--- config.mk ---
export PLATFORM = sky130hd
export DESIGN_NAME = rwp_top
export DESIGN_NICKNAME = d
export VERILOG_FILES = /design/src/rwp_pkg.sv /design/src/rwp_top.sv /design/src/rwp_sync.sv
export SDC_FILE = /design/constraint.sdc
export NUM_CORES = 1
export LEC_CHECK = 0
export BUFFER_PORTS_ARGS = -buffer_cell sky130_fd_sc_hd__buf_4
export CAP_MARGIN = 30
export CORE_MARGIN = 8
export CORE_UTILIZATION = 53
export DETAILED_ROUTE_END_ITERATION = 8
export PLACE_DENSITY = 0.79
export SKIP_LAST_GASP = 1
export SYNTH_ARGS = -nofsm -noshare
export SYNTH_HDL_FRONTEND = slang
export SYNTH_SLANG_ARGS = --single-unit
export TNS_END_PERCENT = 50
--- constraint.sdc ---
create_clock -name CLK -period 1.8 [get_ports CLK]
set_input_delay 0.27 -clock CLK [delete_from_list [all_inputs] [get_ports CLK]]
set_output_delay 0.27 -clock CLK [all_outputs]
set_load 0.01 [all_outputs]
--- src/rwp_pkg.sv ---
// shared constants for the drive read/write path
package rwp_pkg;
    localparam int HEAD_BITS = 3;
    localparam int HEAD_LINES = 4;
    localparam int TRACK_BITS = 12;
    localparam logic [11:0] INNER_ZONE_LIMIT = 12'h1FF;
    localparam logic [2:0] HEADS_LARGE = 3'h7;
    localparam logic [2:0] HEADS_SMALL = 3'h4;
    localparam int MISS_LIMIT = 64;
    localparam int MISS_BITS = 7;
    localparam int LOCK_ZEROS = 8;
    localparam int LOCK_BITS = 4;
    localparam logic [7:0] REG_STATUS = 8'h00;
    localparam logic [7:0] REG_MASK = 8'h04;
    localparam logic [7:0] REG_CONTROL = 8'h08;
    localparam logic [7:0] REG_TRACK = 8'h0C;
    localparam int ST_UNSAFE = 0;
    localparam int ST_LOCK = 1;
    localparam int ST_MISSING = 2;
    localparam int ST_HEADFAULT = 3;
    localparam int NUM_EVENTS = 4;
    localparam int CTL_SMALL_MODEL = 0;
    localparam int CTL_CLEAR_FAULT = 1;
    typedef enum logic [1:0] {
        RWP_RD_IDLE = 2'b00,
        RWP_RD_LOCK = 2'b01,
        RWP_RD_DATA = 2'b10
    } rwp_rd_state_t;
endpackage : rwp_pkg

--- src/rwp_top.sv ---
// drive-side read/write path: 2,7 coding, clock mux, head select, unsafe
// Operation
// controller sends serial nrz write data timed by its write clock
// nrz write bits are 2,7 rll encoded before the head driver
// a flip-flop toggles per encoded pulse, reversing write current
// track above 511 raises inner zone and selects lower write current
// read path works only when drive selected and read gate true
// 2,7 read data decoded to nrz, returned with read clock
// read gate low: shared clock output carries servo oscillator divided by two
// read gate high: lock on preamble, then switch to read clock
// three head select lines form the head code, top line ignored
// code n selects head n; small model has no heads 5 to 7
// write mode while write enable asserted, read mode otherwise
// write mode enables current source and steers it per encoded pulse
// read mode amplifies selected head and forwards to read channel
// unsafe when write transitions go missing or head shorted or open
// unsafe raises attention, status bits, and blocks further writing
// write inhibit holds until controller reads status and clears fault; here the clear-fault write alone lifts it, no status read needed
//
// The register offsets and the plain strobed port were left to the implementer.
module rwp_top (
    input wire logic CLK,
    input wire logic RST,
    input wire logic CE,
    input wire logic DRIVE_SELECT,
    input wire logic WRITE_GATE,
    input wire logic WRITE_ENABLE,
    input wire logic WRITE_CLOCK,
    input wire logic NRZ_WRITE_DATA,
    input wire logic READ_GATE,
    input wire logic [3:0] HEAD_SELECT_LINES,
    input wire logic SERVO_PHASE_LOCKED_OSC,
    input wire logic READ_PULSE,
    input wire logic HEAD_OPEN,
    input wire logic HEAD_SHORT,
    input wire logic [7:0] REG_ADDR,
    input wire logic [31:0] REG_WDATA,
    input wire logic REG_WR,
    input wire logic REG_RD,
    output logic [31:0] REG_RDATA,
    output logic [7:0] HEAD_ENABLE,
    output logic WRITE_MODE,
    output logic READ_MODE,
    output logic WRITE_CURRENT_ON,
    output logic WRITE_CURRENT_DIR,
    output logic INNER_ZONE,
    output logic LOW_WRITE_CURRENT,
    output logic READ_AMP_ON,
    output logic NRZ_READ_DATA,
    output logic READ_REF_CLOCK,
    output logic ATTENTION,
    output logic IRQ
);
    localparam rwp_pkg::rwp_rd_state_t RWP_RD_IDLE_T = rwp_pkg::RWP_RD_IDLE;
    localparam rwp_pkg::rwp_rd_state_t RWP_RD_LOCK_T = rwp_pkg::RWP_RD_LOCK;
    localparam rwp_pkg::rwp_rd_state_t RWP_RD_DATA_T = rwp_pkg::RWP_RD_DATA;
    // pin inputs pass two flops; all decisions use the synced copies
    logic [11:0] s;
    logic ws_sel, ws_wg, ws_we, ws_wclk, ws_wd, ws_rg, ws_osc, ws_rp, ws_ho, ws_hs;
    logic [3:0] ws_head;
    rwp_sync #(.WIDTH(12)) u_sync (
        .CLK(CLK),
        .RST(RST),
        .CE(CE),
        .d({DRIVE_SELECT, WRITE_GATE, WRITE_ENABLE, WRITE_CLOCK, NRZ_WRITE_DATA,
            READ_GATE, SERVO_PHASE_LOCKED_OSC, READ_PULSE, HEAD_OPEN, HEAD_SHORT,
            2'b00}),
        .q(s)
    );
    rwp_sync #(.WIDTH(rwp_pkg::HEAD_LINES)) u_sync_head (
        .CLK(CLK),
        .RST(RST),
        .CE(CE),
        .d(HEAD_SELECT_LINES),
        .q(ws_head)
    );
    assign {ws_sel, ws_wg, ws_we, ws_wclk, ws_wd, ws_rg, ws_osc, ws_rp, ws_ho, ws_hs} = s[11:2];

    // registered state
    logic wclk_d, osc_d, rp_d, ref_clk, wr_flip, inhibit;
    logic [1:0] enc_hist, next_enc_hist;
    logic [1:0] enc_pend, next_enc_pend;
    logic [rwp_pkg::MISS_BITS-1:0] miss_cnt, next_miss_cnt;
    rwp_pkg::rwp_rd_state_t rd_state, next_rd_state;
    logic [rwp_pkg::LOCK_BITS-1:0] lock_cnt, next_lock_cnt;
    logic [2:0] dec_sh, next_dec_sh;
    logic [1:0] dec_cnt, next_dec_cnt;
    logic [rwp_pkg::NUM_EVENTS-1:0] status, next_status, mask;
    logic small_model;
    logic [rwp_pkg::TRACK_BITS-1:0] track;
    logic next_wr_flip, next_inhibit, next_ref_clk, next_nrz, next_rclk_out;
    logic rd_clk_int, next_rd_clk_int;
    logic [7:0] next_head_en;
    logic [31:0] next_rdata;
    logic [rwp_pkg::NUM_EVENTS-1:0] ev;
    logic wclk_rise, osc_rise, rp_rise, wmode, rmode, active_write, enc_pulse;
    logic [2:0] head_code;
    logic head_ok, clr_fault, status_read;

    always_comb
    begin
        wclk_rise = ws_wclk & ~wclk_d;
        osc_rise = ws_osc & ~osc_d;
        rp_rise = ws_rp & ~rp_d;
        wmode = ws_we;
        rmode = ~ws_we;
        head_code = ws_head[rwp_pkg::HEAD_BITS-1:0];
        head_ok = head_code <= (small_model ? rwp_pkg::HEADS_SMALL : rwp_pkg::HEADS_LARGE);
        next_head_en = (ws_sel && head_ok) ? (8'h01 << head_code) : 8'h00;
        active_write = ws_sel & wmode & ws_wg & ~inhibit;
        // simplified 2,7 coder: one data bit emits two code cells; run limits kept
        // by forcing a clock cell after long zero runs (trade-off: not table-exact)
        next_enc_hist = enc_hist;
        next_enc_pend = enc_pend;
        enc_pulse = 1'b0;
        if (active_write && wclk_rise)
        begin
            next_enc_pend = (ws_wd && enc_hist[0] == 1'b0) ? 2'b10 :
                            (enc_hist == 2'b00 && !ws_wd) ? 2'b01 : 2'b00;
            next_enc_hist = {enc_hist[0], ws_wd};
            enc_pulse = |next_enc_pend;
        end
        next_wr_flip = enc_pulse ? ~wr_flip : wr_flip;
        // missing transitions: clocks keep coming but no pulse for too long
        next_miss_cnt = miss_cnt;
        if (!active_write || enc_pulse)
            next_miss_cnt = '0;
        else if (wclk_rise && miss_cnt != rwp_pkg::MISS_BITS'(rwp_pkg::MISS_LIMIT))
            next_miss_cnt = miss_cnt + 1'b1;
        ev[rwp_pkg::ST_MISSING] = miss_cnt == rwp_pkg::MISS_BITS'(rwp_pkg::MISS_LIMIT);
        ev[rwp_pkg::ST_HEADFAULT] = ws_sel & wmode & (ws_ho | ws_hs);
        ev[rwp_pkg::ST_UNSAFE] = ev[rwp_pkg::ST_MISSING] | ev[rwp_pkg::ST_HEADFAULT];
        // reference clock: servo oscillator divided by two
        next_ref_clk = osc_rise ? ~ref_clk : ref_clk;
        // read side
        next_rd_state = rd_state;
        next_lock_cnt = lock_cnt;
        next_dec_sh = dec_sh;
        next_dec_cnt = dec_cnt;
        next_nrz = NRZ_READ_DATA;
        next_rd_clk_int = rd_clk_int;
        ev[rwp_pkg::ST_LOCK] = 1'b0;
        if (!(ws_sel && ws_rg && rmode))
        begin
            next_rd_state = RWP_RD_IDLE_T;
        end
        else
        begin
            case (rd_state)
                RWP_RD_IDLE_T:
                begin
                    next_lock_cnt = '0;
                    next_rd_state = RWP_RD_LOCK_T;
                end
                RWP_RD_LOCK_T:
                begin
                    if (rp_rise)
                        next_lock_cnt = lock_cnt + 1'b1;
                    if (lock_cnt == rwp_pkg::LOCK_BITS'(rwp_pkg::LOCK_ZEROS))
                    begin
                        next_rd_state = RWP_RD_DATA_T;
                        next_dec_cnt = '0;
                        ev[rwp_pkg::ST_LOCK] = 1'b1;
                    end
                end
                RWP_RD_DATA_T:
                begin
                    // each recovered cell pair yields one nrz bit with one read clock toggle
                    if (osc_rise)
                    begin
                        next_dec_sh = {dec_sh[1:0], rp_d};
                        next_dec_cnt = dec_cnt + 1'b1;
                        if (dec_cnt[0])
                        begin
                            next_nrz = dec_sh[0] | rp_d;
                            next_rd_clk_int = ~rd_clk_int;
                        end
                    end
                end
                default: next_rd_state = RWP_RD_IDLE_T;
            endcase
        end
        next_rclk_out = (rd_state == RWP_RD_DATA_T) ? rd_clk_int : ref_clk;
        // registers
        status_read = REG_RD && REG_ADDR == rwp_pkg::REG_STATUS;
        clr_fault = REG_WR && REG_ADDR == rwp_pkg::REG_CONTROL && REG_WDATA[rwp_pkg::CTL_CLEAR_FAULT];
        next_status = status;
        if (REG_WR && REG_ADDR == rwp_pkg::REG_STATUS)
            next_status = status & ~REG_WDATA[rwp_pkg::NUM_EVENTS-1:0];
        next_status = next_status | ev; // set wins over clear
        // inhibit lifts only on explicit clear, and only with no fault pending
        next_inhibit = inhibit;
        if (clr_fault && !ev[rwp_pkg::ST_UNSAFE])
            next_inhibit = 1'b0;
        if (ev[rwp_pkg::ST_UNSAFE])
            next_inhibit = 1'b1;
        case (REG_ADDR)
            rwp_pkg::REG_STATUS: next_rdata = {28'h0000000, status};
            rwp_pkg::REG_MASK: next_rdata = {28'h0000000, mask};
            rwp_pkg::REG_CONTROL: next_rdata = {30'h00000000, inhibit, small_model};
            rwp_pkg::REG_TRACK: next_rdata = {20'h00000, track};
            default: next_rdata = 32'h00000000;
        endcase
        if (!REG_RD)
            next_rdata = 32'h00000000;
    end

    always_ff @(posedge CLK)
    begin
        if (RST)
        begin
            wclk_d <= 1'b0;
            osc_d <= 1'b0;
            rp_d <= 1'b0;
            ref_clk <= 1'b0;
            wr_flip <= 1'b0;
            inhibit <= 1'b0;
            enc_hist <= 2'b00;
            enc_pend <= 2'b00;
            miss_cnt <= '0;
            rd_state <= RWP_RD_IDLE_T;
            lock_cnt <= '0;
            dec_sh <= 3'h0;
            dec_cnt <= 2'h0;
            rd_clk_int <= 1'b0;
            status <= '0;
            mask <= '0;
            small_model <= 1'b0;
            track <= '0;
            REG_RDATA <= 32'h00000000;
            HEAD_ENABLE <= 8'h00;
            WRITE_MODE <= 1'b0;
            READ_MODE <= 1'b0;
            WRITE_CURRENT_ON <= 1'b0;
            WRITE_CURRENT_DIR <= 1'b0;
            INNER_ZONE <= 1'b0;
            LOW_WRITE_CURRENT <= 1'b0;
            READ_AMP_ON <= 1'b0;
            NRZ_READ_DATA <= 1'b0;
            READ_REF_CLOCK <= 1'b0;
            ATTENTION <= 1'b0;
            IRQ <= 1'b0;
        end
        else if (CE)
        begin
            wclk_d <= ws_wclk;
            osc_d <= ws_osc;
            rp_d <= ws_rp;
            ref_clk <= next_ref_clk;
            wr_flip <= next_wr_flip;
            inhibit <= next_inhibit;
            enc_hist <= next_enc_hist;
            enc_pend <= next_enc_pend;
            miss_cnt <= next_miss_cnt;
            rd_state <= next_rd_state;
            lock_cnt <= next_lock_cnt;
            dec_sh <= next_dec_sh;
            dec_cnt <= next_dec_cnt;
            rd_clk_int <= next_rd_clk_int;
            status <= next_status;
            if (REG_WR && REG_ADDR == rwp_pkg::REG_MASK)
                mask <= REG_WDATA[rwp_pkg::NUM_EVENTS-1:0];
            if (REG_WR && REG_ADDR == rwp_pkg::REG_CONTROL)
                small_model <= REG_WDATA[rwp_pkg::CTL_SMALL_MODEL];
            if (REG_WR && REG_ADDR == rwp_pkg::REG_TRACK)
                track <= REG_WDATA[rwp_pkg::TRACK_BITS-1:0];
            REG_RDATA <= next_rdata;
            HEAD_ENABLE <= next_head_en;
            WRITE_MODE <= ws_sel & wmode;
            READ_MODE <= ws_sel & rmode;
            WRITE_CURRENT_ON <= ws_sel & wmode & ~next_inhibit;
            WRITE_CURRENT_DIR <= next_wr_flip;
            INNER_ZONE <= track > rwp_pkg::INNER_ZONE_LIMIT;
            LOW_WRITE_CURRENT <= track > rwp_pkg::INNER_ZONE_LIMIT;
            READ_AMP_ON <= ws_sel & rmode & ws_rg & (|next_head_en);
            NRZ_READ_DATA <= (next_rd_state == RWP_RD_DATA_T) ? next_nrz : 1'b0;
            READ_REF_CLOCK <= next_rclk_out;
            ATTENTION <= next_status[rwp_pkg::ST_UNSAFE];
            IRQ <= |(next_status & mask);
        end
    end
endmodule : rwp_top

--- src/rwp_sync.sv ---
// two-flop synchroniser for pin inputs
module rwp_sync #(
    parameter int WIDTH = 1
) (
    input wire logic CLK,
    input wire logic RST,
    input wire logic CE,
    input wire logic [WIDTH-1:0] d,
    output logic [WIDTH-1:0] q
);
    logic [WIDTH-1:0] meta;
    always_ff @(posedge CLK)
    begin
        if (RST)
        begin
            meta <= '0;
            q <= '0;
        end
        else if (CE)
        begin
            meta <= d;
            q <= meta;
        end
    end
endmodule : rwp_sync

==> results of run 1 <==
## flip-flops by register name (all words and copies together), names as in the netlist, 2 cells and up
signal / flops
rd_state: 2
miss_cnt: 7
enc_hist: 2
u_sync_head.meta: 3
u_sync.q: 10
mask: 4
u_sync_head.q: 3
status: 4
HEAD_ENABLE: 8
u_sync.meta: 10
REG_RDATA: 12
track: 12
lock_cnt: 4
## logic make-up (layout without fill, tap and decap cells)
family                     Yosys count  in the layout  synth area share
AOI/OAI and AO/OA                   77             77             0.122
xor gates and xnor gates            11             11            0.0216
adders and majority gates            6              6            0.0168
buffers and inverters               59            113            0.0737
DFF                                 99             99             0.444
muxes                               41             41            0.0975
other                                1             20          0.000840
and+or+nand+nor                    201            201             0.224
## final cells by class
class / count / area [um^2]
Clock buffer: 9 / 124
Clock inverter: 6 / 90.1
Fill cell: 708 / 2910
Inverter: 13 / 48.8
Multi-Input combinational cell: 356 / 2240
Sequential cell: 99 / 1990
Tap cell: 105 / 131
Timing Repair Buffer: 85 / 638
## through the flow
stage                     utilization  cell area, um^2  setup TNS [ns]
final                           0.644             5260               0
after floorplan                     -             4540               0
after global routing            0.644             5260         -0.0127
after detailed placement        0.614             5020         -0.0154
after CTS                       0.640             5230               0
after global placement          0.614             5020               0
## worst paths after layout
| path | startpoint | end | slack, ns |
|---|---|---|---|
| worst max-delay path | small_model | HEAD_ENABLE[5] | 0.06 |
| worst min register to register | track[1] | track[1] | 0.45 |
| worst max register to register | small_model | HEAD_ENABLE[5] | 0.06 |
| worst min-delay path | DRIVE_SELECT | u_sync.meta[11] | 0.15 |
## routing by layer
layer | track usage | wire (um) | part of all wire | vias up
li1 | - | - | - | 1797
met1 | 0.207 | 4330 | 0.43 | 1706
met2 | 0.297 | 5020 | 0.50 | 95
met3 | 0.0341 | 580 | 0.057 | 17
met4 | 0.0793 | 202 | 0.020 | 0
met5 | 0 | 0 | 0 | -
## Yosys cell counts (6+ instances only)
| master | instances | area, um^2 |
|---|---|---|
| inv_1 | 12 | 45.0 |
| clkbuf_1 | 12 | 45.0 |
| a22oi_1 | 13 | 97.6 |
| dfxtp_1 | 99 | 1980 |
| a21oi_1 | 34 | 170 |
| nand4_1 | 6 | 37.5 |
| buf_4 | 24 | 180 |
| xnor2_1 | 8 | 70.1 |
| nand3_1 | 14 | 70.1 |
| mux2i_1 | 39 | 390 |
| buf_2 | 8 | 40.0 |
| nor2_1 | 85 | 319 |
| ha_1 | 6 | 75.1 |
| nand2_1 | 49 | 184 |
| nand2b_1 | 7 | 43.8 |
## critical path, stage by stage (launching register included)
cell and delay (ns):
dfxtp_4 0.37, ha_4 0.21, nor2b_1 0.13, o211ai_1 0.26
nand4_1 0.19, or3_1 0.37, a21oi_1 0.14
## power breakdown
group          switching, mW  internal, mW
logic                  0.177         0.131
registers             0.0299          2.22
clock network          0.762         0.780
## timing repair
action / in CTS / in global routing
setup buffers: 0 / 1
resized for setup: 0 / 7
setup endpoints to repair: 0 / 3
==> impl_metrics.toml, run 1 <==
[yosys]
async_reset_ff_frac = 0
syn_inst = 495
synth-edff-count = 0
syn_avg_cell_area_um2 = 9.02
synth_seq_cells = 99
yosysUniqueCellTypes = 62
synth.yosys.seq_area_share = 0.444
syn_area_um2 = 4460
synth-main-ff-cell = "dfxtp_1"
synth-warning-count = 0

[global_route]
antenna_found_initial = 0
grt_pass1_vias = 3587
track_usage = 0.174
grt_pass1_wl_um = 16600
grt_max_degree = 39
grt.overflow.total = 0

[routing]
wl_um = 10100
vias_per_cell = 5.37
wl_per_cell_um = 15.1
drt_iter0_drc = 124
drt_pre_antenna_iters = 4
vias = 3615
final_antenna_net_count = 0
drc = 0

[worst_setup_path]
end_kind = "flop"
cp.arrival_ns = 2.03
crit_path_start_kind = "flop"
cp.required_ns = 2.10
critical_path_class = "flop to flop"
cp_max_fo = 4
reg2reg_depth = 6

[layout]
drive_gt1_frac = 0.217
fin_nets = 629
syn_to_final_growth_pct = 17.9
final_common_cell = "dfxtp_1"
insertedDiodeCount = 0
fin_cells = 673
layout_common_cells = "dfxtp_1 (96), nor2_1 (85), buf_4 (85)"

[placement]
gp_congestion = 0.847
dp_worst_setup_slack_ns = -0.0154
detailedPlacementHpwl_um = 7530
dp_cells = 657
port-buffer-count = 68

[clock_network]
ctsLongestPathBuffers = 2
cts_buffers = 9
cts_tree = "built"
clk_latency_ns = 0.36
cts.clk_slew.worst_paths_ns = 0.10
cts_root_buf = "clkbuf_8"
clock-sinks = 99
holdBufCountCts = 0
cts_max_level = 3

[die]
rows = 33
core-area_um2 = 8180
start_util = 0.546
die-area_um2 = 11600
die_w_um = 108
num_io_pins = 110
die_height_um = 108

[pwr]
p_leak_nw = 2.12
ir_drop_uv = 603
power.density_nw_per_um2 = 780
power_mw = 4.11

[flow_run]
drv_cap = 0

[timing]
clock.fmax_ghz = 0.576
fin_ws_ns = 0.0640
slew_violations = 0
setup_viol = 0
fin_crit_ns = 1.74
skew_ns = 0.00799
min_period_over_period = 0.964
hold_violations = 0
holdWs_ns = 0.145
rsz0062_at_grt = "yes"

[run_status]
outcome = "completed"

[min_path]
hold_class = "input pin to flop"
hold_depth = 3
(Power assumes the default switching activity.)
==> run 2: changes to the inputs <==
--- a/config.mk
+++ b/config.mk
@@ -12,4 +12,5 @@
 export DETAILED_ROUTE_END_ITERATION = 8
 export PLACE_DENSITY = 0.79
+export SKIP_CTS_REPAIR_TIMING = 1
 export SKIP_LAST_GASP = 1
 export SYNTH_ARGS = -nofsm -noshare
==> constraint.sdc (replaced) <==
create_clock -name CLK -period 1.8 [get_ports CLK]
set_input_delay 0.36 -clock CLK [delete_from_list [all_inputs] [get_ports CLK]]
set_output_delay 0.36 -clock CLK [all_outputs]
set_load 0.01 [all_outputs]
==> run 2 against run 1 <==
  * Core utilization up 0.29 points
  * Fmax up 0.42%
  * Setup slack better by 0.0072 ns
  * Combinational power up 2%
  * Largest cell class unchanged
==> impl_metrics.toml, run 2 (same netlist as run 1, synthesis figures left out) <==
[placement]
dp_cells = 658
gp_congestion = 0.823
detailedPlacementHpwl_um = 7520
placed_cell_area_um2 = 5050
port-buffer-count = 68

[global_route]
grt.overflow.total = 0
grt_pass1_vias = 3506
grt_pass1_wl_um = 16400
antenna_found_initial = 0
track_usage = 0.174
grt_max_degree = 38

[die]
start_util = 0.546
die_height_um = 108
die-area_um2 = 11600
num_io_pins = 110
core-area_um2 = 8180
rows = 33
die_w_um = 108

[pwr]
p_leak_nw = 2.14
ir_drop_uv = 404
combPwrFrac = 0.076
power.density_nw_per_um2 = 784
sequentialPowerShare = 0.545
p_sw_uw = 963
power_mw = 4.14
switching_share = 0.232
p_clk_frac = 0.380
p_int_mw = 3.18

[layout]
regArea_um2 = 1980
nFillCells = 718
syn_to_final_growth_pct = 18.4
fin_nets = 630
postLayoutCellArea_um2 = 5290
multi_input_area_um2 = 2230
final_common_cell = "dfxtp_1"
insertedDiodeCount = 0
drive_gt1_frac = 0.211
reg_top3 = "REG_RDATA: 12 flops, track: 12 flops"
fin_cells = 674
layout_common_cells = "dfxtp_1 (98), nor2_1 (85), buf_4 (84)"

[routing]
final_antenna_net_count = 0
wl_um = 10100
drt_iter0_drc = 187
vias = 3612
wl_per_cell_um = 14.9
drc = 0
vias_per_cell = 5.36
drt_pre_antenna_iters = 4

[worst_setup_path]
cp-startpoint = "miss_cnt[0]"
cp_top_family = "compound AO/OA/AOI/OAI gates"
reg2reg_depth = 8
crit_path_cell_trace = "inv_1, ha_1, nand2b_1, o41ai_4, buf_4, a21oi_1, xnor2_1, nor2_1"
cp.arrival_ns = 1.98
crit_cells = 8
timing.rr.end = "miss_cnt[6]"
r2r-start = "miss_cnt[0]"
cp.required_ns = 2.05
crit_path_start_kind = "flop"
cp_max_fo = 8
reg2reg_slack_ns = 0.07
slowest_stage = "dfxtp_1"
critical_path_class = "flop to flop"
endpoint = "miss_cnt[6]"
end_kind = "flop"
slowest_delay_ns = 0.34
critPathBufInv = 2

[timing]
setup_viol = 0
clock.fmax_ghz = 0.578
slew_violations = 0
skew_ns = 0.0142
hold_violations = 0
min_period_over_period = 0.960
rsz0062_at_grt = "yes"
fin_crit_ns = 1.73
finalSetupTns_ns = 0

[clock_network]
clock-sinks = 99
cts_root_buf = "clkbuf_8"
ctsLongestPathBuffers = 2
cts_buffers = 9
cts_max_level = 3
clk_latency_ns = 0.36
cts_tree = "built"
cts.clk_slew.worst_paths_ns = 0.09

[min_path]
hold_class = "input pin to flop"

[flow_run]
drv_cap = 0

[run_status]
outcome = "completed"
[run 2: cell types whose count changed in the layout (fill, tap and decap cells not counted), sizes merged]
| cell | delta |
|---|---|
| buf | +1 |
| clkinv | -1 |
| clkbuf | +1 |
[run 2: layout make-up]
cell class,instances,share of cell area
flip-flops and latches,99,0.375
repair buffers,86,0.127
multi-input cells,356,0.422
clock buffers,10,0.0260
inverters,13,0.00923
well taps,105,0.0249
clock inverters,5,0.0161
[run 2: worst min-delay path by stage]
stage | from | endpoint | slack, ns | depth (start not counted)
2_1_floorplan | track[0] | track[0] | 0.43 | 2
5_1_grt | REG_WDATA[11] | track[11] | 0.23 | 3
6_report | SERVO_PHASE_LOCKED_OSC | u_sync.meta[5] | 0.23 | 3
3_3_place_gp | track[1] | track[1] | 0.44 | 2
3_5_place_dp | track[2] | track[2] | 0.45 | 2
4_1_cts | SERVO_PHASE_LOCKED_OSC | u_sync.meta[5] | 0.22 | 3
[run 2: routing by layer]
metal | share of wire | vias to the layer above | global-route usage
met5 | 0 | - | 0
met4 | 0.0080 | 0 | 0.0684
met1 | 0.43 | 1699 | 0.213
li1 | - | 1806 | -
met3 | 0.060 | 6 | 0.0341
met2 | 0.50 | 101 | 0.293
[run 2: worst reg2reg max path: stages (launching register included)]
cell,delay (ns)
dfxtp_1,0.34
inv_1,0.11
ha_1,0.18
nand2b_1,0.15
o41ai_4,0.31
buf_4,0.21
a21oi_1,0.09
xnor2_1,0.18
nor2_1,0.06
[run 2: per-stage QoR]
step | utilization | hold WS, ns | setup slack (ns)
6_report | 0.647 | 0.230 | 0.0711
5_1_grt | 0.647 | 0.226 | -0.0309
4_1_cts | 0.645 | 0.220 | 0.0360
3_5_place_dp | 0.618 | 0.446 | -0.119
3_3_place_gp | 0.618 | 0.437 | -0.0496
2_1_floorplan | - | 0.429 | 0.179
[run 2: power by group through the flow]
stage               Clock (mW)  Sequential, mW  Combinational (mW)
finish                    1.57            2.26               0.314
global placement             0            2.30               0.301
detailed placement           0            2.31               0.311
CTS                       1.60            2.26               0.312
global route              1.69            2.26               0.345
floorplan                    0            2.30               0.218
==> run 3: changes to the inputs <==
Settings changed: CORE_UTILIZATION 53 to 25, PLACE_DENSITY 0.79 to not set.
==> run 3 against run 2 <==
  * Wire length up 11%
  * Flip-flop and latch count is the same
  * Global-route usage is 7.5 points lower
  * Critical path type unchanged
==> impl_metrics.toml, run 3 (same netlist as run 1, synthesis figures left out) <==
[placement]
gp_congestion = 0.801
detailedPlacementHpwl_um = 8190
dp_worst_setup_slack_ns = -0.140
port-buffer-count = 68

[routing]
wl_per_cell_um = 13.7
wl_um = 11100
drt_iter0_drc = 221
drt_pre_antenna_iters = 5
final_antenna_net_count = 0
vias_per_cell = 4.39
vias = 3556
drc = 0

[clock_network]
cts_max_level = 3
clk_latency_ns = 0.35
cts.clk_slew.worst_paths_ns = 0.07
ctsLongestPathBuffers = 2
cts_root_buf = "clkbuf_16"
cts_buffers = 9
clock-sinks = 99
cts_tree = "built"

[worst_setup_path]
timing.rr.end = "IRQ"
critical_path_class = "flop to flop"
end_kind = "flop"
cp.required_ns = 2.01
cp_max_fo = 4
crit_path_start_kind = "flop"
cp.arrival_ns = 1.93
r2r-start = "lock_cnt[0]"
reg2reg_slack_ns = 0.08
crit_path_cell_trace = "inv_1, ha_1, and3b_1, nor3b_2, o21a_1, a221oi_2, a311oi_1"
reg2reg_depth = 7
slowest_stage = "dfxtp_1"
slowest_delay_ns = 0.38

[layout]
final_common_cell = "dfxtp_1"
insertedDiodeCount = 0
fin_nets = 641
layout_common_cells = "dfxtp_1 (98), buf_4 (95), nor2_1 (85)"
drive_gt1_frac = 0.225
reg_top3 = "REG_RDATA: 12 flops, track: 12 flops"
syn_to_final_growth_pct = 25.6

[global_route]
busiest_layer = "met2"
grt.overflow.total = 0
antenna_found_initial = 0
met2_usage = 0.155
grt_pass1_vias = 3389
grt_pass1_wl_um = 17500
grtUsageMet3 = 0.0287
use_met1 = 0.123
track_usage = 0.0994
grt_max_degree = 65

[timing]
hold_violations = 0
holdWs_ns = 0.247
setup_viol = 0
clock.fmax_ghz = 0.581
fin_ws_ns = 0.0774
fin_crit_ns = 1.72
slew_violations = 0
finalSetupTns_ns = 0
rsz0062_at_grt = "yes"
min_period_over_period = 0.957
skew_ns = 0.00675

[die]
core-area_um2 = 17700
die_w_um = 150
die-area_um2 = 22400
rows = 49
num_io_pins = 110
die_height_um = 150
start_util = 0.252

[pwr]
ir_drop_uv = 482
power.density_nw_per_um2 = 807
p_leak_nw = 2.23

[min_path]
min_to = "u_sync.meta[11]"
min_from = "DRIVE_SELECT"
hold_depth = 3
hold_class = "input pin to flop"

[run_status]
outcome = "completed"

[flow_run]
drv_cap = 0
## run 3: cell count changes in the layout (fill, tap and decap cells not counted), sizes merged
cell,delta
inv,-1
buf,+11
bufinv,-1
clkbuf,+2
clkinvlp,+1
## run 3: final cells by class
class                   instances  area (um^2)
clock buffers                  12          246
clock inverters                 4         50.0
fillers                      1866        12100
well taps                     229          287
inverters                      13         48.8
flip-flops and latches         99         1980
multi-input cells             356         2240
repair buffers                 97          753
## run 3: power by group
part / internal (mW) / switching (mW)
logic: 0.145 / 0.187
registers: 2.23 / 0.0289
clock network: 1.11 / 0.819
## run 3: layer usage
metal,wire length [um],up-vias,share of wire
met1,5250,1643,0.47
li1,-,1830,-
met4,223,0,0.020
met2,5040,70,0.45
met5,0,-,0
met3,618,13,0.056
## run 3: metrics by stage
stage	utilization	power, mW	cells	area [um^2]
CTS	0.316	4.58	810	5590
global placement	0.299	2.63	794	5300
detailed placement	0.299	2.64	794	5300
floorplan	-	2.52	514	4540
global route	0.316	4.69	810	5610
finish	0.316	4.52	810	5610
## run 3: worst max-delay path, delay by kind of cell, from the launching register on
kind                       cells  cell delay (ns)
AOI/OAI and AO/OA              3             0.55
adders and majority gates      1             0.19
buffers and inverters          1             0.08
DFF                            1             0.38
and+or+nand+nor                2             0.40
## run 3: how the worst max path moves through the flow
stage,end,slack (ns),from
3_3_place_gp,mask[2],-0.14,REG_ADDR[1]
5_1_grt,IRQ,-0.003,lock_cnt[0]
4_1_cts,IRQ,0.06,lock_cnt[0]
2_1_floorplan,track[0],0.18,REG_ADDR[1]
6_report,IRQ,0.08,lock_cnt[0]
3_5_place_dp,IRQ,-0.14,REG_ADDR[1]
